[config.mk]
export PLATFORM = sky130hd
export DESIGN_NAME = clerr_contactless_error_status
export DESIGN_NICKNAME = d
export VERILOG_FILES = /design/src/include/clerr_pkg.sv /design/src/logic/clerr_contactless_error_status.sv
export SDC_FILE = /design/constraint.sdc
export NUM_CORES = 1
export LEC_CHECK = 0
export BUFFER_PORTS_ARGS = -buffer_cell sky130_fd_sc_hd__buf_2
export CAP_MARGIN = 20
export CORE_UTILIZATION = 55
export CTS_CLUSTER_DIAMETER = 60
export DETAILED_ROUTE_END_ITERATION = 10
export PLACE_DENSITY_LB_ADDON = 0.12
export SLEW_MARGIN = 25
export SYNTH_ARGS = -nofsm -noshare
export SYNTH_HDL_FRONTEND = slang
export SYNTH_SLANG_ARGS = --single-unit
[constraint.sdc]
create_clock -name clock -period 3.1 [get_ports clock]
set_input_delay 0.62 -clock clock [delete_from_list [all_inputs] [get_ports clock]]
set_output_delay 0.62 -clock clock [all_outputs]
set_load 0.02 [all_outputs]
[src/include/clerr_pkg.sv]
// constants and carrier types for the contactless error and status bank
package clerr_pkg;
    localparam logic [7:0] ERROR_FLAGS_ADDR = 8'h0A;
    localparam logic [7:0] TRX_STATUS_ADDR = 8'h0B;
    localparam logic [7:0] CONTROL_ADDR = 8'h0C;
    localparam logic [7:0] IRQ_STATUS_ADDR = 8'h10;
    localparam logic [7:0] IRQ_CLEAR_ADDR = 8'h11;
    localparam logic [7:0] IRQ_ENABLE_ADDR = 8'h12;
    localparam logic [7:0] COLL_POS_ADDR = 8'h13;
    localparam int NVM_BIT = 7;
    localparam int WRCONF_BIT = 6;
    localparam int OVL_BIT = 5;
    localparam int SHORT_BIT = 4;
    localparam int EMPTY_BIT = 3;
    localparam int COLL_BIT = 2;
    localparam int PROT_BIT = 1;
    localparam int INTEG_BIT = 0;
    localparam int CIPHER_BIT = 5;
    localparam int CTL_COLLINT_BIT = 0;
    localparam int CTL_DISTURB_BIT = 1;
    localparam int CTL_MULTI_BIT = 2;
    localparam logic [7:0] RESET_BYTE = 8'h00;
    localparam logic [3:0] MIN_FRAME_BITS = 4'h4;
    localparam logic [1:0] MIN_DISTURB_BYTES = 2'h3;
    localparam logic [2:0] ST_IDLE = 3'h0;
    localparam logic [2:0] ST_TX_GUARD_WAIT = 3'h1;
    localparam logic [2:0] ST_TX = 3'h3;
    localparam logic [2:0] ST_RX_GUARD_WAIT = 3'h5;
    localparam logic [2:0] ST_WAITDATA = 3'h6;
    localparam logic [2:0] ST_RX = 3'h7;

    typedef enum logic [2:0] {
        CLERR_IDLE, CLERR_TX_GUARD_WAIT, CLERR_TX, CLERR_RX_GUARD_WAIT, CLERR_WAITDATA, CLERR_RX
    } clerr_state_e;

    // events reported by the transceiver datapath, one-cycle pulses
    typedef struct packed {
        logic cmdStart;
        logic cmdReceive;
        logic cmdTransceive;
        logic cmdAuth;
        logic authDone;
        logic nvmDone;
        logic nvmFailed;
        logic txRequest;
        logic txDone;
        logic guardDone;
        logic sofSeen;
        logic bitSeen;
        logic byteSeen;
        logic frameEnd;
        logic collision;
        logic collInEof;
        logic [6:0] collPos;
        logic protFault;
        logic integFault;
        logic crcPhase;
        logic errorsToFifo;
    } clerr_event_s;

    typedef struct packed {
        logic [7:0] errorFlags;
        logic cipherActive;
        clerr_state_e state;
        logic [7:0] control;
        logic [7:0] irqStatus;
        logic [7:0] irqEnable;
        logic [7:0] collPosReg;
        logic [3:0] frameBits;
        logic [1:0] frameBytes;
        logic collFirst;
        logic [7:0] readData;
        logic irq;
        logic receiveIrq;
        logic fifoWriteOk;
        logic storeByte;
        logic receiveDecoder;
    } clerr_state_s;
endpackage

[src/logic/clerr_contactless_error_status.sv]
// error, status and interrupt register bank of the contactless transceiver
// Contract
// bit 7 of error flags set when the last memory command failed.
// bit 6 set on FIFO write during CRC, receive guard, wait, receive or auth.
// bit 6 clears at command start when not multi-frame, or after errors stored when multi-frame.
// write to full FIFO sets bit 5, contents kept, later writes dropped.
// bit 4 set when fewer than 4 data bits follow a valid start.
// short frames dropped silently, decoder stays on, no receive interrupt.
// bits 4,2,1,0 clear on receive start or transceive wait-for-data.
// bit 3 set when transmit requested and the FIFO is empty.
// bit 2 set on collision, first collision position recorded.
// collision inside the end-of-frame symbol leaves bit 2 clear.
// bit 1 set on protocol fault, reception then stops.
// after a protocol fault the last byte is not stored.
// bit 0 set on parity or CRC mismatch, reception continues.
// with control bit set, a collision also sets bit 0.
// status bit 5 shows cipher on; host clears it, only auth sets it.
// status bits 2..0 encode the transceiver state, 100b never used.
// reserved status bits read zero and ignore writes.
//
// Strobed register access was chosen for this implementation.
`timescale 1ns/10ps
module clerr_contactless_error_status (
    input wire logic clock,
    input wire logic sys_rst,
    input wire logic [7:0] regAddr,
    input wire logic [7:0] regWriteData,
    input wire logic regWrite,
    input wire logic regRead,
    output logic [7:0] regReadData,
    input wire clerr_pkg::clerr_event_s evt,
    input wire logic fifoWrite,
    input wire logic fifoFull,
    input wire logic fifoEmpty,
    output logic fifoWriteOk,
    output logic storeByte,
    output logic receiveDecoder,
    output logic receiveIrq,
    output logic cipherActive,
    output logic irq
);
    clerr_pkg::clerr_state_s r;
    clerr_pkg::clerr_state_s next_r;

    function automatic logic [2:0] stateCode(input clerr_pkg::clerr_state_e s);
        case (s)
            clerr_pkg::CLERR_TX_GUARD_WAIT: stateCode = clerr_pkg::ST_TX_GUARD_WAIT;
            clerr_pkg::CLERR_TX: stateCode = clerr_pkg::ST_TX;
            clerr_pkg::CLERR_RX_GUARD_WAIT: stateCode = clerr_pkg::ST_RX_GUARD_WAIT;
            clerr_pkg::CLERR_WAITDATA: stateCode = clerr_pkg::ST_WAITDATA;
            clerr_pkg::CLERR_RX: stateCode = clerr_pkg::ST_RX;
            default: stateCode = clerr_pkg::ST_IDLE;
        endcase
    endfunction

    logic [7:0] setMask;
    logic [7:0] clrMask;
    logic conflictWindow;
    logic shortFrame;
    logic enterWaitData;
    logic inRx;

    always_comb begin
        next_r = r;
        setMask = 8'h00;
        clrMask = 8'h00;
        next_r.storeByte = 1'b0;
        next_r.receiveIrq = 1'b0;
        inRx = (r.state == clerr_pkg::CLERR_RX);
        enterWaitData = 1'b0;
        // worked out before the sequencer reads it at frame end
        shortFrame = (r.frameBits < clerr_pkg::MIN_FRAME_BITS) ||
                     (r.control[clerr_pkg::CTL_DISTURB_BIT] &&
                      r.frameBytes < clerr_pkg::MIN_DISTURB_BYTES);
        // transceiver sequencing
        case (r.state)
            clerr_pkg::CLERR_IDLE: begin
                if (evt.cmdStart && evt.cmdReceive) begin
                    next_r.state = clerr_pkg::CLERR_WAITDATA;
                end else if (evt.cmdStart && evt.txRequest) begin
                    next_r.state = clerr_pkg::CLERR_TX_GUARD_WAIT;
                end
            end
            clerr_pkg::CLERR_TX_GUARD_WAIT: begin
                if (evt.guardDone) begin
                    next_r.state = clerr_pkg::CLERR_TX;
                end
            end
            clerr_pkg::CLERR_TX: begin
                if (evt.txDone) begin
                    next_r.state = evt.cmdTransceive ? clerr_pkg::CLERR_RX_GUARD_WAIT
                                                     : clerr_pkg::CLERR_IDLE;
                end
            end
            clerr_pkg::CLERR_RX_GUARD_WAIT: begin
                if (evt.guardDone) begin
                    next_r.state = clerr_pkg::CLERR_WAITDATA;
                    enterWaitData = 1'b1;
                end
            end
            clerr_pkg::CLERR_WAITDATA: begin
                if (evt.sofSeen) begin
                    next_r.state = clerr_pkg::CLERR_RX;
                    next_r.frameBits = 4'h0;
                    next_r.frameBytes = 2'h0;
                end
            end
            clerr_pkg::CLERR_RX: begin
                if (evt.protFault) begin
                    next_r.state = clerr_pkg::CLERR_IDLE;
                end else if (evt.frameEnd) begin
                    // short frame: back to waiting, decoder kept on, no receive irq
                    next_r.state = shortFrame ? clerr_pkg::CLERR_WAITDATA
                                              : clerr_pkg::CLERR_IDLE;
                    next_r.receiveIrq = !shortFrame;
                end
            end
            default: next_r.state = clerr_pkg::CLERR_IDLE;
        endcase
        if (inRx && evt.bitSeen && r.frameBits != 4'hF) begin
            next_r.frameBits = r.frameBits + 4'h1;
        end
        if (inRx && evt.byteSeen && r.frameBytes != 2'h3) begin
            next_r.frameBytes = r.frameBytes + 2'h1;
        end
        // a byte is stored unless the protocol fault lands with it
        next_r.storeByte = inRx && evt.byteSeen && !evt.protFault;
        next_r.receiveDecoder = (next_r.state == clerr_pkg::CLERR_WAITDATA) ||
                                (next_r.state == clerr_pkg::CLERR_RX);
        conflictWindow = evt.crcPhase || evt.cmdAuth ||
                         r.state == clerr_pkg::CLERR_RX_GUARD_WAIT ||
                         r.state == clerr_pkg::CLERR_WAITDATA || inRx;
        // clears first, sets afterwards so a same-cycle event wins
        if ((evt.cmdStart && !r.control[clerr_pkg::CTL_MULTI_BIT]) ||
            (evt.errorsToFifo && r.control[clerr_pkg::CTL_MULTI_BIT])) begin
            clrMask[clerr_pkg::WRCONF_BIT] = 1'b1;
        end
        if ((evt.cmdStart && evt.cmdReceive) || enterWaitData) begin
            clrMask[clerr_pkg::SHORT_BIT] = 1'b1;
            clrMask[clerr_pkg::COLL_BIT] = 1'b1;
            clrMask[clerr_pkg::PROT_BIT] = 1'b1;
            clrMask[clerr_pkg::INTEG_BIT] = 1'b1;
            next_r.collPosReg = 8'h00;
            next_r.collFirst = 1'b1;
        end
        if (evt.nvmDone) begin
            clrMask[clerr_pkg::NVM_BIT] = !evt.nvmFailed;
            setMask[clerr_pkg::NVM_BIT] = evt.nvmFailed;
        end
        setMask[clerr_pkg::WRCONF_BIT] = fifoWrite && conflictWindow;
        setMask[clerr_pkg::OVL_BIT] = fifoWrite && fifoFull;
        setMask[clerr_pkg::SHORT_BIT] = inRx && evt.frameEnd && shortFrame;
        setMask[clerr_pkg::EMPTY_BIT] = evt.txRequest && fifoEmpty;
        setMask[clerr_pkg::COLL_BIT] = evt.collision && !evt.collInEof;
        setMask[clerr_pkg::PROT_BIT] = inRx && evt.protFault;
        setMask[clerr_pkg::INTEG_BIT] = evt.integFault ||
            (evt.collision && r.control[clerr_pkg::CTL_COLLINT_BIT]);
        if (setMask[clerr_pkg::COLL_BIT] && (r.collFirst || clrMask[clerr_pkg::COLL_BIT])) begin
            next_r.collPosReg = {1'b1, evt.collPos};
            next_r.collFirst = 1'b0;
        end
        // overflow stays set, so every later write is dropped
        next_r.fifoWriteOk = fifoWrite && !fifoFull &&
                             !r.errorFlags[clerr_pkg::OVL_BIT];
        next_r.errorFlags = (r.errorFlags & ~clrMask) | setMask;
        // interrupt sticky bits follow error sets; clear via write-only reg
        if (regWrite && regAddr == clerr_pkg::IRQ_CLEAR_ADDR) begin
            next_r.irqStatus = r.irqStatus & ~regWriteData;
        end
        next_r.irqStatus = next_r.irqStatus | setMask;
        // software registers
        if (regWrite) begin
            case (regAddr)
                clerr_pkg::TRX_STATUS_ADDR: begin
                    // host may only turn the cipher off; other bits ignored
                    if (!regWriteData[clerr_pkg::CIPHER_BIT]) begin
                        next_r.cipherActive = 1'b0;
                    end
                end
                clerr_pkg::CONTROL_ADDR: next_r.control = regWriteData;
                clerr_pkg::IRQ_ENABLE_ADDR: next_r.irqEnable = regWriteData;
                default: ;
            endcase
        end
        if (evt.authDone) begin
            next_r.cipherActive = 1'b1;
        end
        next_r.irq = |(next_r.irqStatus & next_r.irqEnable);
        next_r.readData = 8'h00;
        if (regRead) begin
            case (regAddr)
                clerr_pkg::ERROR_FLAGS_ADDR: next_r.readData = r.errorFlags;
                clerr_pkg::TRX_STATUS_ADDR:
                    next_r.readData = {2'h0, r.cipherActive, 2'h0,
                                       stateCode(r.state)};
                clerr_pkg::CONTROL_ADDR: next_r.readData = r.control;
                clerr_pkg::IRQ_STATUS_ADDR: next_r.readData = r.irqStatus;
                clerr_pkg::IRQ_ENABLE_ADDR: next_r.readData = r.irqEnable;
                clerr_pkg::COLL_POS_ADDR: next_r.readData = r.collPosReg;
                default: next_r.readData = 8'h00;
            endcase
        end
    end

    always_ff @(posedge clock or posedge sys_rst) begin
        if (sys_rst) begin
            r <= '0;
        end else begin
            r <= next_r;
        end
    end

    assign regReadData = r.readData;
    assign fifoWriteOk = r.fifoWriteOk;
    assign storeByte = r.storeByte;
    assign receiveDecoder = r.receiveDecoder;
    assign receiveIrq = r.receiveIrq;
    assign cipherActive = r.cipherActive;
    assign irq = r.irq;
endmodule

==> summary.log <==
INFO  floorplan      die_height=78.14um
INFO  floorplan      top_level_ports=64
INFO  finish         seqCellArea=0.001602mm2
INFO  power_and_ir_drop p_leak=1.767nW
INFO  flow_run       maxCapViolCount=0
INFO  synth          yosys_register_bits=64
INFO  synth          syn_area_per_cell=10.32um2
INFO  cts            hold_buffers=0
INFO  cts            clock_tree.root_cell=sky130_fd_sc_hd__clkbuf_8
INFO  sta            report.final.slew_viol_count=0
INFO  finish         layout.nets=426
INFO  route          via_count=2568
INFO  sta            rsz_0062_raised_after_global_routing=no
INFO  synth          synth-warning-count=0
INFO  synth          unique_cell_type_count_in_the_yosys_netlist=50
INFO  cts            worst_setup_hold_path_clk_slew=70ps
INFO  sta            worst-slew-pin-transition=695.0ps
INFO  cts            worst_skew_pair.late_latency=330ps
INFO  power_and_ir_drop power-per-cell-area=598.7mW/mm2
INFO  route          vias_per_cell=5.719
INFO  route          post_route_drc_violation_count=0
INFO  synth          syn-num-nets=363
INFO  synth          synth-seq-area-share=50.24%
INFO  route          route.antenna.remaining_nets=0
INFO  finish         fillerInstances=462
INFO  finish         utilization=67.57%
INFO  cts            cts.path.max_buffers=2
INFO  global_route   number_of_global_route_vias_before_repair=2481
INFO  global_route   grt_first_pass_wirelength=12.18mm
INFO  cts            cts_setup_buffers=0
INFO  synth          synth_mux_area_share=7.339%
INFO  synth          edff_count_synth=0
INFO  global_route   track_usage=26.78%
INFO  synth          synth_top_family_by_area=compound AO/OA/AOI/OAI gates
INFO  synth          synth-main-ff-cell=sky130_fd_sc_hd__dfrtp_1
INFO  route          avgRoutedWirePerCell=16.56um
INFO  critical_path  path_cells=buf_2, or3b_1, or4_1, mux2_4, a32oi_1, nand4_1
INFO  finish         area_used_by_multi_input_combinational_logic=0.001403mm2
INFO  sta            max_clock_skew=6.955ps
INFO  power_and_ir_drop peakVddDrop=0.4256mV
INFO  floorplan      placement_rows=27
INFO  synth          synth_compound_area_share=18.68%
INFO  cts            ctsResizeCount=0
INFO  placed_design  place.detailed.hpwl=5.682mm
INFO  critical_path  critical_path_slowest_stage_cell=sky130_fd_sc_hd__or4_1
INFO  critical_path  crit_required=3300ps
INFO  synth          netlist_area=0.003188mm2
INFO  global_route   grt_antenna_before_repair=0
INFO  outcome        status=finished clean
INFO  critical_path  critical_path.startpoint_type=input port
INFO  sta            setup-tns-final=0ps
INFO  power_and_ir_drop switching_power=0.6920mW
INFO  placed_design  globalplace.congestion=0.8621
INFO  synth          synthXorXnorAreaFrac=0.2747%
INFO  power_and_ir_drop p_comb_share=20.6%
INFO  critical_path  slowest_delay=770ps
INFO  floorplan      die_x=78.14um
INFO  synth          synthSimpleGateAreaFrac=16.13%
INFO  synth          synthAdderAreaFrac=1.570%
INFO  global_route   globalRoute.totalOverflow=0
INFO  floorplan      design.die.area=0.006105mm2
INFO  floorplan      floorplan.initialDensity=57.54%
INFO  critical_path  worst-r2r-setup-slack=1200ps
INFO  critical_path  worst-endpoint-arrival=2690ps
INFO  route          wirelength_routed=7.434mm
INFO  power_and_ir_drop share_seq_of_total_power=48.2%
INFO  route          drt-pass1-iter-count=4
INFO  cts            cts_htree_levels=3
INFO  power_and_ir_drop power_switching_share=30.87%
INFO  finish         drive_above_1_share=27.32%
INFO  power_and_ir_drop p_clk_share=31.2%
INFO  sta            relSlewSlack=53.60%
INFO  critical_path  timing.critical_path.to_type=flip-flop
INFO  synth          synth_async_sr_flop_share=100.0%
INFO  critical_path  critPathKind=in -> reg
INFO  cts            tritoncts=done
INFO  synth          post_synth_inst_count=309
INFO  sta            crit_path_time_final=2489ps
INFO  sta            finalHoldViolations=0
INFO  cts            clkSinkCount=64
INFO  route          drtIter0Drc=259
INFO  cts            clock_buffers_created_by_tritoncts=9
INFO  placed_design  place.port_buffers=63
INFO  sta            max_freq=0.4017GHz
INFO  sta            final_setup_violating_endpoints=0
INFO  sta            post-route-period-util=80.30%
INFO  finish         layout-area-overhead-vs-synth=17.43%
INFO  power_and_ir_drop internal_power=1.549mW
INFO  global_route   largest_net_degree_at_the_start_of_global_routing=34
INFO  floorplan      placeableCoreArea=0.005540mm2
INFO  finish         num_antenna_cells=0
INFO  hold_path      hold_removal_path_class=in -> async
INFO  critical_path  path_max_fanout=10
## flip-flops by register name (all words and copies together), names as in the netlist, named ones only
| signal | count |
|---|---|
| cipherActive | 1 |
| fifoWriteOk | 1 |
| irq | 1 |
| r | 49 |
| receiveDecoder | 1 |
| receiveIrq | 1 |
| regReadData | 8 |
| storeByte | 1 |
## logic make-up after synthesis
logic type               Yosys count
adder cells (fa/ha/maj)            4
AO/OA/AOI/OAI                     86
flip-flops                        64
XOR/XNOR                           1
buffers and inverters             36
AND/OR/NAND/NOR                   99
multiplexers                      19
## cell usage after synthesis, drive strengths merged, types with 3 or more instances
cell type / n / area (um2)
o21ai: 17 / 85.08
nand3: 11 / 55.05
a22oi: 15 / 117.6
nand2b: 9 / 56.30
a22o: 3 / 26.28
nand3b: 4 / 30.03
dfrtp: 64 / 1602
inv: 17 / 63.81
o21a: 3 / 22.52
mux2: 14 / 183.9
nor2: 11 / 41.29
a31oi: 10 / 62.56
mux2i: 5 / 50.05
clkbuf: 8 / 30.03
a21o: 5 / 37.54
a21oi: 13 / 65.06
ha: 4 / 50.05
nand2: 30 / 112.6
or3b: 3 / 26.28
and2: 4 / 25.02
nor2b: 8 / 50.05
nor3: 9 / 45.04
buf: 11 / 90.08
## final cells by class
class,count,share of cell area (%)
clock buffers,11,3.777
multi-input cells,209,37.47
flip-flops and latches,64,42.78
repair buffers,71,10.36
inverters,17,1.705
well taps,72,2.406
clock inverters,5,1.504
## worst max-delay path: cells and delay by family
kind            cells  cell delay (ps)
compound gates      1              200
buf+inv             1              180
mux                 1              410
simple gates        3             1270
## per-layer routing
layer / part of all wire, % / GRT usage [%] / wire (um) / up-vias
li1: - / - / - / 1255
met1: 47 / 38.20 / 3489 / 1218
met2: 45 / 39.82 / 3374 / 88
met3: 6.8 / 6.744 / 507 / 7
met4: 0.83 / 9.074 / 62 / 0
met5: 0 / 0 / 0 / -
## power by group through the flow
stage	sequential [mW]	combinational, mW	clock, mW
2_1_floorplan	1.04	0.364	0
3_3_place_gp	1.09	0.450	0
3_5_place_dp	1.09	0.463	0
4_1_cts	1.08	0.465	0.719
5_1_grt	1.10	0.522	0.754
6_report	1.08	0.462	0.698
## stage by stage
step	hold WS (ps)	worst slack (ps)	cells	total power, mW	instance area (um2)
after floorplan	419.2	645.6	309	1.399	3188
after global placement	458.1	347.0	433	1.541	3546
after detailed placement	459.6	291.1	433	1.555	3546
after CTS	407.1	647.3	449	2.260	3744
after global routing	446.6	511.9	449	2.373	3744
final	398.4	610.7	449	2.241	3744
## worst paths after layout
| kind | cells after the start | endpoint | startpoint |
|---|---|---|---|
| worst max-delay path | 6 | irq | regAddr[1] |
| worst min-delay path | 2 | fifoWriteOk | sys_rst |
| worst max register to register | 5 | irq | r[53] |
| worst min register to register | 1 | fifoWriteOk | r[61] |
| max in group asynchronous | 3 | r[60] | sys_rst |
| min in group clock | 1 | fifoWriteOk | r[61] |
## layout by cell type, fill, tap and decap left out, types with 7 or more instances in the layout
cell,n
sky130_fd_sc_hd__o21ai_0,17
sky130_fd_sc_hd__inv_1,16
sky130_fd_sc_hd__a31oi_1,10
sky130_fd_sc_hd__a21oi_1,13
sky130_fd_sc_hd__nor2b_1,8
sky130_fd_sc_hd__clkbuf_8,10
sky130_fd_sc_hd__nand3_1,11
sky130_fd_sc_hd__buf_2,63
sky130_fd_sc_hd__nor2_1,11
sky130_fd_sc_hd__dfrtp_1,64
sky130_fd_sc_hd__a22oi_1,14
sky130_fd_sc_hd__nand2_1,30
sky130_fd_sc_hd__nand2b_1,9
sky130_fd_sc_hd__nor3_1,9
sky130_fd_sc_hd__mux2_4,7
sky130_fd_sc_hd__buf_4,7
sky130_fd_sc_hd__mux2_2,7
No activity file was read; power rests on OpenSTA's default activity.
